File: src/core/wbp_cfg.svh
// Constants of the weapons bus packetizer: field positions, fixed values, timing
// Included by the gap timer and packetizer modules; no logic here
`ifndef WBP_CFG_SVH
`define WBP_CFG_SVH
`define WBP_TS_BITS 48
`define WBP_LEN_BYTES 16'h0018
`define WBP_WORDS_PER_TRANS 6
`define WBP_ST_TE 15
`define WBP_ST_RE 14
`define WBP_ST_TM 13
`define WBP_ST_SE 6
`define WBP_ST_EE 3
`define WBP_F_BUS_HI 15
`define WBP_F_BUS_LO 13
`define WBP_F_GAP_HI 12
`define WBP_F_GAP_LO 10
`define WBP_F_MAN 9
`define WBP_F_PAR 8
`define WBP_CLK_MHZ 20
`define WBP_US_CYC `WBP_CLK_MHZ
`define WBP_GAP_BASE_US 2
`define WBP_GAP_STEP_US 2
`endif

File: src/core/wbp_pkg.sv
// Types shared by the packetizer modules
// Assumes wbp_cfg.svh is on the include path
package wbp_pkg;
    typedef enum logic [2:0] {
        WBP_BUS_INCOMPLETE = 3'h0,
        WBP_BUS_RESP_B = 3'h1,
        WBP_BUS_RESP_A = 3'h2,
        WBP_BUS_RESP_AB = 3'h3,
        WBP_BUS_RIGHT_B = 3'h4,
        WBP_BUS_RIGHT_A = 3'h5,
        WBP_BUS_LEFT_B = 3'h6,
        WBP_BUS_LEFT_A = 3'h7
    } wbp_bus_t;
    typedef logic [2:0] wbp_gap_t;
endpackage

File: src/core/wbp_gap_timer.sv
// Inter-word gap timer: counts microseconds from parity mid-crossing to sync mid-crossing
// Assumes both marks are single-cycle pulses on core_clk_i
`timescale 1ns/10ps
`include "wbp_cfg.svh"
module wbp_gap_timer (
    input wire logic core_clk_i,
    input wire logic rst_i,
    input wire logic parity_mark_i,
    input wire logic sync_mark_i,
    output wbp_pkg::wbp_gap_t gap_code_o
);
    import wbp_pkg::*;
    logic [4:0] cyc;
    logic [7:0] us_count;
    logic armed;
    wire cyc_wrap = (cyc == 5'(`WBP_US_CYC - 1));
    // Bands of 1.6 us approximated in whole microseconds above 1.15 us
    wire [2:0] band = (us_count < 8'd1) ? 3'h0 :
                      (us_count < 8'd3) ? 3'h1 :
                      (us_count < 8'd4) ? 3'h2 :
                      (us_count < 8'd6) ? 3'h4 :
                      (us_count < 8'd8) ? 3'h5 :
                      (us_count < 8'd10) ? 3'h6 : 3'h7;
    wire [2:0] next_code = armed ? band : 3'h0;
    always_ff @(posedge core_clk_i) begin
        if (rst_i) begin
            cyc <= 5'h0;
            us_count <= 8'h0;
            armed <= 1'b0;
            gap_code_o <= 3'h0;
        end else begin
            if (sync_mark_i) begin
                gap_code_o <= next_code;
                armed <= 1'b0;
            end
            if (parity_mark_i) begin
                // Start counting in 1 us units
                armed <= 1'b1;
                cyc <= 5'h0;
                us_count <= 8'h0;
            end else if (armed) begin
                cyc <= cyc_wrap ? 5'h0 : cyc + 5'h1;
                if (cyc_wrap && us_count != 8'hff) begin
                    us_count <= us_count + 8'h1;
                end
            end
        end
    end
    a_gap_idle_zero: assert property (@(posedge core_clk_i) disable iff (rst_i)
        (sync_mark_i && !armed && !parity_mark_i) |=> gap_code_o == 3'h0)
        else $error("gap code not zero without prior word");
    a_gap_long_max: assert property (@(posedge core_clk_i) disable iff (rst_i)
        (sync_mark_i && armed && us_count >= 8'd10) |=> gap_code_o == 3'h7)
        else $error("long gap not coded 7");
endmodule

File: src/core/wbp_packetizer.sv
// Weapons bus packetizer: turns monitored six-word transactions into 16-bit recorder words
// Assumes a bus monitor that presents each decoded 26-bit word with flags as a one-cycle strobe
`timescale 1ns/10ps
`include "wbp_cfg.svh"
module wbp_packetizer (
    input wire logic core_clk_i,
    input wire logic rst_i,
    input wire logic [47:0] rel_time_i,
    input wire logic word_valid_i,
    input wire logic [25:0] word_bits_i,
    input wire wbp_pkg::wbp_bus_t word_bus_i,
    input wire logic word_man_err_i,
    input wire logic word_par_err_i,
    input wire logic parity_mark_i,
    input wire logic sync_mark_i,
    input wire logic trans_done_i,
    input wire logic transaction_error_flag_i,
    input wire logic master_reset_flag_i,
    input wire logic message_timeout_flag_i,
    input wire logic status_missing_flag_i,
    input wire logic echo_missing_flag_i,
    input wire logic packet_close_i,
    output logic out_valid_o,
    output logic [15:0] out_word_o,
    output logic out_tally_o,
    output logic [31:0] transaction_tally_o,
    output logic busy_o
);
    import wbp_pkg::*;
    typedef enum logic [1:0] {WBP_COLLECT, WBP_EMIT, WBP_TALLY} wbp_state_t;
    wbp_state_t state;
    logic [15:0] slot [0:11];
    logic [2:0] word_idx;
    logic [47:0] stamp;
    logic [15:0] status;
    logic [4:0] emit_idx;
    logic [31:0] tally;
    logic tally_half;
    wbp_gap_t gap_code;
    wbp_gap_timer u_gap (
        .core_clk_i(core_clk_i),
        .rst_i(rst_i),
        .parity_mark_i(parity_mark_i),
        .sync_mark_i(sync_mark_i),
        .gap_code_o(gap_code)
    );
    // Gap code of a word is ready one cycle after its sync mark; monitor strobes later
    wire [15:0] first_half = {word_bus_i, gap_code, word_man_err_i, word_par_err_i,
                              word_bits_i[24:17]};
    wire [15:0] second_half = word_bits_i[16:1];
    wire [15:0] next_status = {transaction_error_flag_i, master_reset_flag_i, message_timeout_flag_i,
                               6'h0, status_missing_flag_i, 2'h0, echo_missing_flag_i, 3'h0};
    wire take_word = (state == WBP_COLLECT) && word_valid_i && (word_idx < 3'(`WBP_WORDS_PER_TRANS));
    wire [3:0] slot_hi = {word_idx, 1'b0};
    wire [3:0] slot_lo = {word_idx, 1'b1};
    wire [63:0] stamp64 = {16'h0, stamp};
    // Stamp LSB first, status, length, then halves in arrival order
    wire [15:0] next_out = (emit_idx < 5'd4) ? stamp64[emit_idx[1:0]*16 +: 16] :
                           (emit_idx == 5'd4) ? status :
                           (emit_idx == 5'd5) ? `WBP_LEN_BYTES : slot[4'(emit_idx - 5'd6)];
    wire emit_last = (emit_idx == 5'd17);
    always_ff @(posedge core_clk_i) begin
        if (rst_i) begin
            state <= WBP_COLLECT;
            word_idx <= 3'h0;
            stamp <= 48'h0;
            status <= 16'h0;
            emit_idx <= 5'h0;
            tally <= 32'h0;
            tally_half <= 1'b0;
            out_valid_o <= 1'b0;
            out_word_o <= 16'h0;
            out_tally_o <= 1'b0;
            transaction_tally_o <= 32'h0;
            busy_o <= 1'b0;
            for (int i = 0; i < 12; i++) begin
                slot[i] <= 16'h0;
            end
        end else begin
            out_valid_o <= 1'b0;
            out_tally_o <= 1'b0;
            unique case (state)
                WBP_COLLECT: begin
                    if (take_word) begin
                        if (word_idx == 3'h0) begin
                            stamp <= rel_time_i;
                        end
                        slot[slot_hi] <= first_half;
                        slot[slot_lo] <= second_half;
                        word_idx <= word_idx + 3'h1;
                    end
                    if (trans_done_i) begin
                        // Missing words stay zero-filled so a transaction is always six words
                        status <= next_status;
                        emit_idx <= 5'h0;
                        busy_o <= 1'b1;
                        state <= WBP_EMIT;
                    end else if (packet_close_i) begin
                        tally_half <= 1'b0;
                        busy_o <= 1'b1;
                        state <= WBP_TALLY;
                    end
                end
                WBP_EMIT: begin
                    out_valid_o <= 1'b1;
                    out_word_o <= next_out;
                    emit_idx <= emit_idx + 5'h1;
                    if (emit_last) begin
                        // Every emitted transaction counts toward the tally, short ones included
                        tally <= tally + 32'h1;
                        word_idx <= 3'h0;
                        for (int i = 0; i < 12; i++) begin
                            slot[i] <= 16'h0;
                        end
                        busy_o <= 1'b0;
                        state <= WBP_COLLECT;
                    end
                end
                WBP_TALLY: begin
                    // Tally given as a 32-bit word and as low then high halves
                    out_tally_o <= 1'b1;
                    out_word_o <= tally_half ? tally[31:16] : tally[15:0];
                    transaction_tally_o <= tally;
                    tally_half <= 1'b1;
                    if (tally_half) begin
                        tally <= 32'h0;
                        busy_o <= 1'b0;
                        state <= WBP_COLLECT;
                    end
                end
            endcase
        end
    end
    a_length_fixed: assert property (@(posedge core_clk_i) disable iff (rst_i)
        (state == WBP_EMIT && emit_idx == 5'd5) |=> out_word_o == 16'h0018)
        else $error("length word not 24");
    a_stamp_top_zero: assert property (@(posedge core_clk_i) disable iff (rst_i)
        (state == WBP_EMIT && emit_idx == 5'd3) |=> out_word_o == 16'h0)
        else $error("stamp upper bits not zero");
    // First word is visible two edges after the done pulse
    a_emit_length_18: assert property (@(posedge core_clk_i) disable iff (rst_i)
        (state == WBP_COLLECT && trans_done_i) |=> ##1 out_valid_o [*8] ##1 out_valid_o [*8] ##1 out_valid_o [*2]
        ##1 !out_valid_o)
        else $error("transaction not eighteen words");
    a_stamp_latch: assert property (@(posedge core_clk_i) disable iff (rst_i)
        (take_word && word_idx == 3'h0) |=> stamp == $past(rel_time_i))
        else $error("stamp not latched at first word");
    a_first_half_map: assert property (@(posedge core_clk_i) disable iff (rst_i)
        take_word |=> slot[$past(slot_hi)][7:0] == $past(word_bits_i[24:17]))
        else $error("address bits misplaced");
    a_second_half_map: assert property (@(posedge core_clk_i) disable iff (rst_i)
        take_word |=> slot[$past(slot_lo)] == $past(word_bits_i[16:1]))
        else $error("data bits misplaced");
    a_err_flags: assert property (@(posedge core_clk_i) disable iff (rst_i)
        take_word |=> slot[$past(slot_hi)][9:8] == $past({word_man_err_i, word_par_err_i}))
        else $error("word error flags wrong");
    a_tally_count: assert property (@(posedge core_clk_i) disable iff (rst_i)
        (state == WBP_EMIT && emit_last) |=> tally == $past(tally) + 32'h1)
        else $error("tally not incremented");
    a_status_bits: assert property (@(posedge core_clk_i) disable iff (rst_i)
        (state == WBP_EMIT && emit_idx == 5'd4) |=> (out_word_o & 16'h1fb7) == 16'h0)
        else $error("reserved status bits set");
    a_bus_field: assert property (@(posedge core_clk_i) disable iff (rst_i)
        take_word |=> slot[$past(slot_hi)][15:13] == $past(word_bus_i))
        else $error("source bus code misplaced");
    a_gap_field: assert property (@(posedge core_clk_i) disable iff (rst_i)
        take_word |=> slot[$past(slot_hi)][12:10] == $past(gap_code))
        else $error("gap code misplaced");
    a_first_cmd_slot: assert property (@(posedge core_clk_i) disable iff (rst_i)
        (take_word && word_idx == 3'h0) |=> slot[0][7:0] == $past(word_bits_i[24:17]))
        else $error("first command not in first slot");
    a_stamp_low_first: assert property (@(posedge core_clk_i) disable iff (rst_i)
        (state == WBP_EMIT && emit_idx == 5'd0) |=> out_word_o == $past(stamp[15:0]))
        else $error("stamp low word not first");
    a_stamp_high_word: assert property (@(posedge core_clk_i) disable iff (rst_i)
        (state == WBP_EMIT && emit_idx == 5'd2) |=> out_word_o == $past(stamp[47:32]))
        else $error("stamp bits 47-32 misplaced");
    a_status_word: assert property (@(posedge core_clk_i) disable iff (rst_i)
        (state == WBP_EMIT && emit_idx == 5'd4) |=> out_word_o == $past(status))
        else $error("status word not after stamp");
    a_status_capture: assert property (@(posedge core_clk_i) disable iff (rst_i)
        (state == WBP_COLLECT && trans_done_i) |=> {status[15:13], status[6], status[3]} ==
        $past({transaction_error_flag_i, master_reset_flag_i, message_timeout_flag_i, status_missing_flag_i,
        echo_missing_flag_i}))
        else $error("status flags not captured");
    a_upper_half_first: assert property (@(posedge core_clk_i) disable iff (rst_i)
        (state == WBP_EMIT && emit_idx == 5'd6) |=> out_word_o == $past(slot[0]))
        else $error("first word upper half not first");
    a_lower_half_next: assert property (@(posedge core_clk_i) disable iff (rst_i)
        (state == WBP_EMIT && emit_idx == 5'd7) |=> out_word_o == $past(slot[1]))
        else $error("first word lower half not second");
    a_tally_low_half: assert property (@(posedge core_clk_i) disable iff (rst_i)
        (state == WBP_TALLY && !tally_half) |=> out_tally_o && out_word_o == $past(tally[15:0]))
        else $error("tally low half wrong");
    a_tally_high_half: assert property (@(posedge core_clk_i) disable iff (rst_i)
        (state == WBP_TALLY && tally_half) |=> out_tally_o && out_word_o == $past(tally[31:16]) && tally == 32'h0)
        else $error("tally high half wrong or not cleared");
    a_busy_tracks: assert property (@(posedge core_clk_i) disable iff (rst_i)
        busy_o == (state != WBP_COLLECT))
        else $error("busy flag out of step with state");
    a_word_cap: assert property (@(posedge core_clk_i) disable iff (rst_i)
        word_idx <= 3'(`WBP_WORDS_PER_TRANS))
        else $error("more than six words taken");
    a_valid_emit_only: assert property (@(posedge core_clk_i) disable iff (rst_i)
        (state != WBP_EMIT) |=> !out_valid_o)
        else $error("word strobe outside emission");
    a_stamp_held: assert property (@(posedge core_clk_i) disable iff (rst_i)
        (state != WBP_COLLECT) |=> $stable(stamp))
        else $error("stamp moved while busy");
endmodule

File: config.mk
export PLATFORM = sky130hd
export DESIGN_NAME = wbp_packetizer
export DESIGN_NICKNAME = d
export VERILOG_FILES = /design/src/core/wbp_pkg.sv /design/src/core/wbp_gap_timer.sv /design/src/core/wbp_packetizer.sv
export VERILOG_INCLUDE_DIRS = /design/src /design/src/core
export SDC_FILE = /design/constraint.sdc
export NUM_CORES = 1
export LEC_CHECK = 0
export ABC_AREA = 1
export ABC_CLOCK_PERIOD_IN_PS = 3350
export BUFFER_PORTS_ARGS = -buffer_cell sky130_fd_sc_hd__buf_2
export CAP_MARGIN = 15
export CORE_AREA = 2 2 236 238
export CTS_CLUSTER_DIAMETER = 120
export DETAILED_ROUTE_END_ITERATION = 16
export DIE_AREA = 0 0 238 240
export PLACE_DENSITY = 0.49
export SYNTH_ARGS = -nofsm -noshare
export SYNTH_HDL_FRONTEND = slang
export SYNTH_SLANG_ARGS = --single-unit
File: constraint.sdc
create_clock -name core_clk_i -period 3.35 [get_ports core_clk_i]
set_clock_uncertainty 0.2 [all_clocks]
set_input_delay 0.335 -clock core_clk_i [delete_from_list [all_inputs] [get_ports core_clk_i]]
set_output_delay 0.335 -clock core_clk_i [all_outputs]
set_load 0.005 [all_outputs]
==> flow_summary_export.csv <==
group,metric,value,unit
timing,drv_slew,0,
floorplan,dieHeight,240,um
clock_network,clock_sinks,420,
setup_path,r2r_start,"emit_idx[0]",
global_route,grt_pass1_vias,15130,
placement,port_buffers,139,
drt,dr.pass1.iters,5,
setup_path,cp-start-kind,"flop",
setup_path,r2r_cells,11,
drt,totalWireLength,55.66,mm
timing,setup_tns,0,ns
setup_path,worst-path-max-fanout,55,
setup_path,critPathRequiredTime,3.67,ns
setup_path,regToRegSetupSlack,0.72,ns
power_and_ir_drop,power_density,617.2,mW/mm^2
clock_network,clk_pin_slew_worst_paths,0.06,ns
worst_hold_path,min_to,"stamp[9]",
synth,synth_warnings,0,
layout,nNetsFinal,2577,
floorplan,rows,86,
floorplan,die-area,0.05712,sq mm
clock_network,htree_levels,2,
synth,ys_seq_area_share,58.05,%
layout,n_antenna_cell,0,
worst_hold_path,hold_path_startpoint,"stamp[9]",
setup_path,r2r_end,"out_word_o[14]",
drt,final_antenna_net_count,0,
synth,synth_ff_type,"edfxtp_1",
clock_network,cts_setup_buffers,0,
timing,max_slew.worst_pin.slew,0.9946,ns
synth,synth_edf_count,256,
placement,post-place-ws,0.7243,ns
global_route,grtUsageTotal,19.45,%
synth,netlist_area,0.01890,sq mm
timing,setup_viol,0,
layout,area_growth,21.87,%
timing,setup_slack,0.7223,ns
timing,hold_violations,0,
clock_network,cts_root_buf,"clkbuf_16",
global_route,gr-total-overflow,0,
global_route,antenna_found_initial,0,
power_and_ir_drop,ir_worst_vdd,0.3378,mV
drt,num_vias,15770,
placement,gp_congestion,0.8668,
clock_network,cts_tree,"yes",
synth,yosys_register_bits,420,
setup_path,path_class,"flop to flop",
worst_hold_path,worst_hold_path_type,"flop to flop",
drt,routed_via_density,4.901,
placement,dp_hpwl,35.49,mm
synth,ys_types,44,
power_and_ir_drop,power,14.21,mW
timing,min_period_over_period,78.44,%
timing,relSlewSlack,33.28,%
clock_network,clock_latency,0.59,ns
drt,drcViolationCount,0,
layout,drive_above_1_share,10.78,%
power_and_ir_drop,p_leak,9.305,nW
timing,period_needed,2.628,ns
timing,max_freq,380.6,MHz
clock_network,cts_buffer_depth,3,
synth,ys_async_sr_fraction,0,%
timing,grt_setup_unrepaired,"no",
floorplan,core,0.05466,sq mm
layout,utilization,42.13,%
layout,fill_cells,5477,
worst_hold_path,holdPathStages,2,
clock_network,cts-buffers-inserted,49,
floorplan,io_pins,142,
synth,avgSynthCellArea,8.539,sq um
drt,post_drt_wl_per_cell,17.30,um
setup_path,cp.arrival,2.94,ns
global_route,grt_max_degree,92,
drt,drt-initial-drc-count,1107,
synth,syn_inst,2213,
floorplan,die_w,238,um
layout,fin_cells,3217,
placement,dp_cells,3037,
setup_path,endpoint_kind,"flop",
run_status,status,"finished clean",
global_route,grt_pass1_wl,85.88,mm
run,maxCapViolCount,0,
floorplan,start_util,34.57,%
state kept, by name, indices dropped and copies added (netlist names):
register,flops
busy_o,1
out_valid_o,1
u_gap.armed,1
slot,256
out_tally_o,1
out_word_o,16
tally,32
status,5
emit_idx,5
u_gap.cyc,5
transaction_tally_o,32
word_idx,3
u_gap.us_count,8
tally_half,1
stamp,48
state,2
u_gap.gap_code_o,3
area by class of cell:
cell class / instances / area, sq um / share of cell area (%)
Sequential cell: 420 / 10980 / 47.66
Multi-Input combinational cell: 1566 / 6987 / 30.34
Timing Repair Buffer: 265 / 1902 / 8.258
Clock buffer: 70 / 1439 / 6.248
Tap cell: 704 / 880.8 / 3.825
Inverter: 171 / 644.4 / 2.798
Clock inverter: 21 / 201.4 / 0.8747
through the flow:
stage / hold WS [ns] / cell area (sq um)
3_3_place_gp: 0.2344 / 20500
2_1_floorplan: 0.2200 / 19130
5_1_grt: 0.2634 / 23030
3_5_place_dp: 0.2387 / 20500
4_1_cts: 0.2464 / 23030
6_report: 0.2427 / 23030
metal layers:
metal	track usage, %	vias up	wire [um]	part of all wire, %
met5	0	-	0	0
met4	6.136	0	1366	2.5
met3	3.284	79	3256	5.8
met2	31.21	381	25130	45
met1	26.87	7493	25910	47
li1	-	7814	-	-
worst max-delay path, stage by stage, from the launching register on:
cell     delay (ns)
dfxtp_4        0.52
buf_4          0.56
nor2_1         0.11
nor2_1         0.10
o21ai_0        0.09
nand3_1        0.13
nand3_1        0.13
nand2_1        0.25
nand2_1        0.15
nand2_1        0.10
nand2_1        0.05
a21oi_1        0.11
cell families after synthesis:
| logic type | share of synthesized area, % |
|---|---|
| other | 0.01984 |
| adders and majority gates | 0.8608 |
| buffers and inverters | 6.264 |
| xor gates and xnor gates | 0.3178 |
| DFF | 58.05 |
| AOI/OAI and AO/OA | 11.40 |
| and+or+nand+nor | 23.08 |
synth_stat cells, types with 2 or more instances:
cell type  instances  area [sq um]
nor2_1           567          2128
nand2_1          302          1134
edfxtp_1         256          7687
o21ai_0          237          1186
dfxtp_1          164          3283
inv_1            162         608.1
nand3_1          145         725.7
a21oi_1          125         625.6
clkbuf_1          64         240.2
buf_2             24         120.1
nand4_1           21         131.4
nor3_1            21         105.1
buf_1             17         63.81
o211ai_1          15         112.6
ha_1              13         162.7
a22oi_1           12         90.09
buf_4             11         82.58
o21ai_1            8         40.04
inv_2              6         22.52
xor2_1             4         35.03
a21o_1             3         22.52
buf_6              3         33.78
nand2_2            3         18.77
nor4_1             3         18.77
a211oi_1           2         15.01
clkinv_1           2         7.510
nor2_4             2         22.52
nor3_2             2         20.02
nor3b_1            2         15.01
o21a_1             2         15.01
or2_2              2         12.51
layout by cell type (no fill, tap or decap), drive strengths merged, types with 89 or more instances in the layout:
master,netlist,final
nand3,146,146
inv,168,168
nand2,305,305
buf,55,176
a21oi,125,125
nor2,570,570
dfxtp,164,164
dlygate4sd3,0,89
o21ai,246,246
edfxtp,256,256
how the worst max path moves through the flow:
stage	startpoint	end	slack (ns)	cells after the start
floorplan	emit_idx[1]	slot[0][0]	0.61	8
global placement	emit_idx[0]	out_word_o[5]	0.74	11
detailed placement	emit_idx[0]	out_word_o[14]	0.72	11
CTS	emit_idx[0]	out_word_o[7]	0.71	10
global route	emit_idx[0]	out_word_o[5]	0.40	11
finish	emit_idx[0]	out_word_o[14]	0.72	11
what timing repair did:
item	in CTS	in global routing
gates resized for setup	0	0
hold buffers	89	0
endpoints found under the hold margin	233	0
setup endpoints to repair	0	0
where the power goes:
group / leakage, nW / switching (mW) / internal [mW]
clock: 0.797 / 2.15 / 3.28
sequential: 3.96 / 0.241 / 6.01
combinational: 4.54 / 1.73 / 0.805
total: 9.30 / 4.12 / 10.1
No activity file was read; power rests on OpenSTA's default activity.
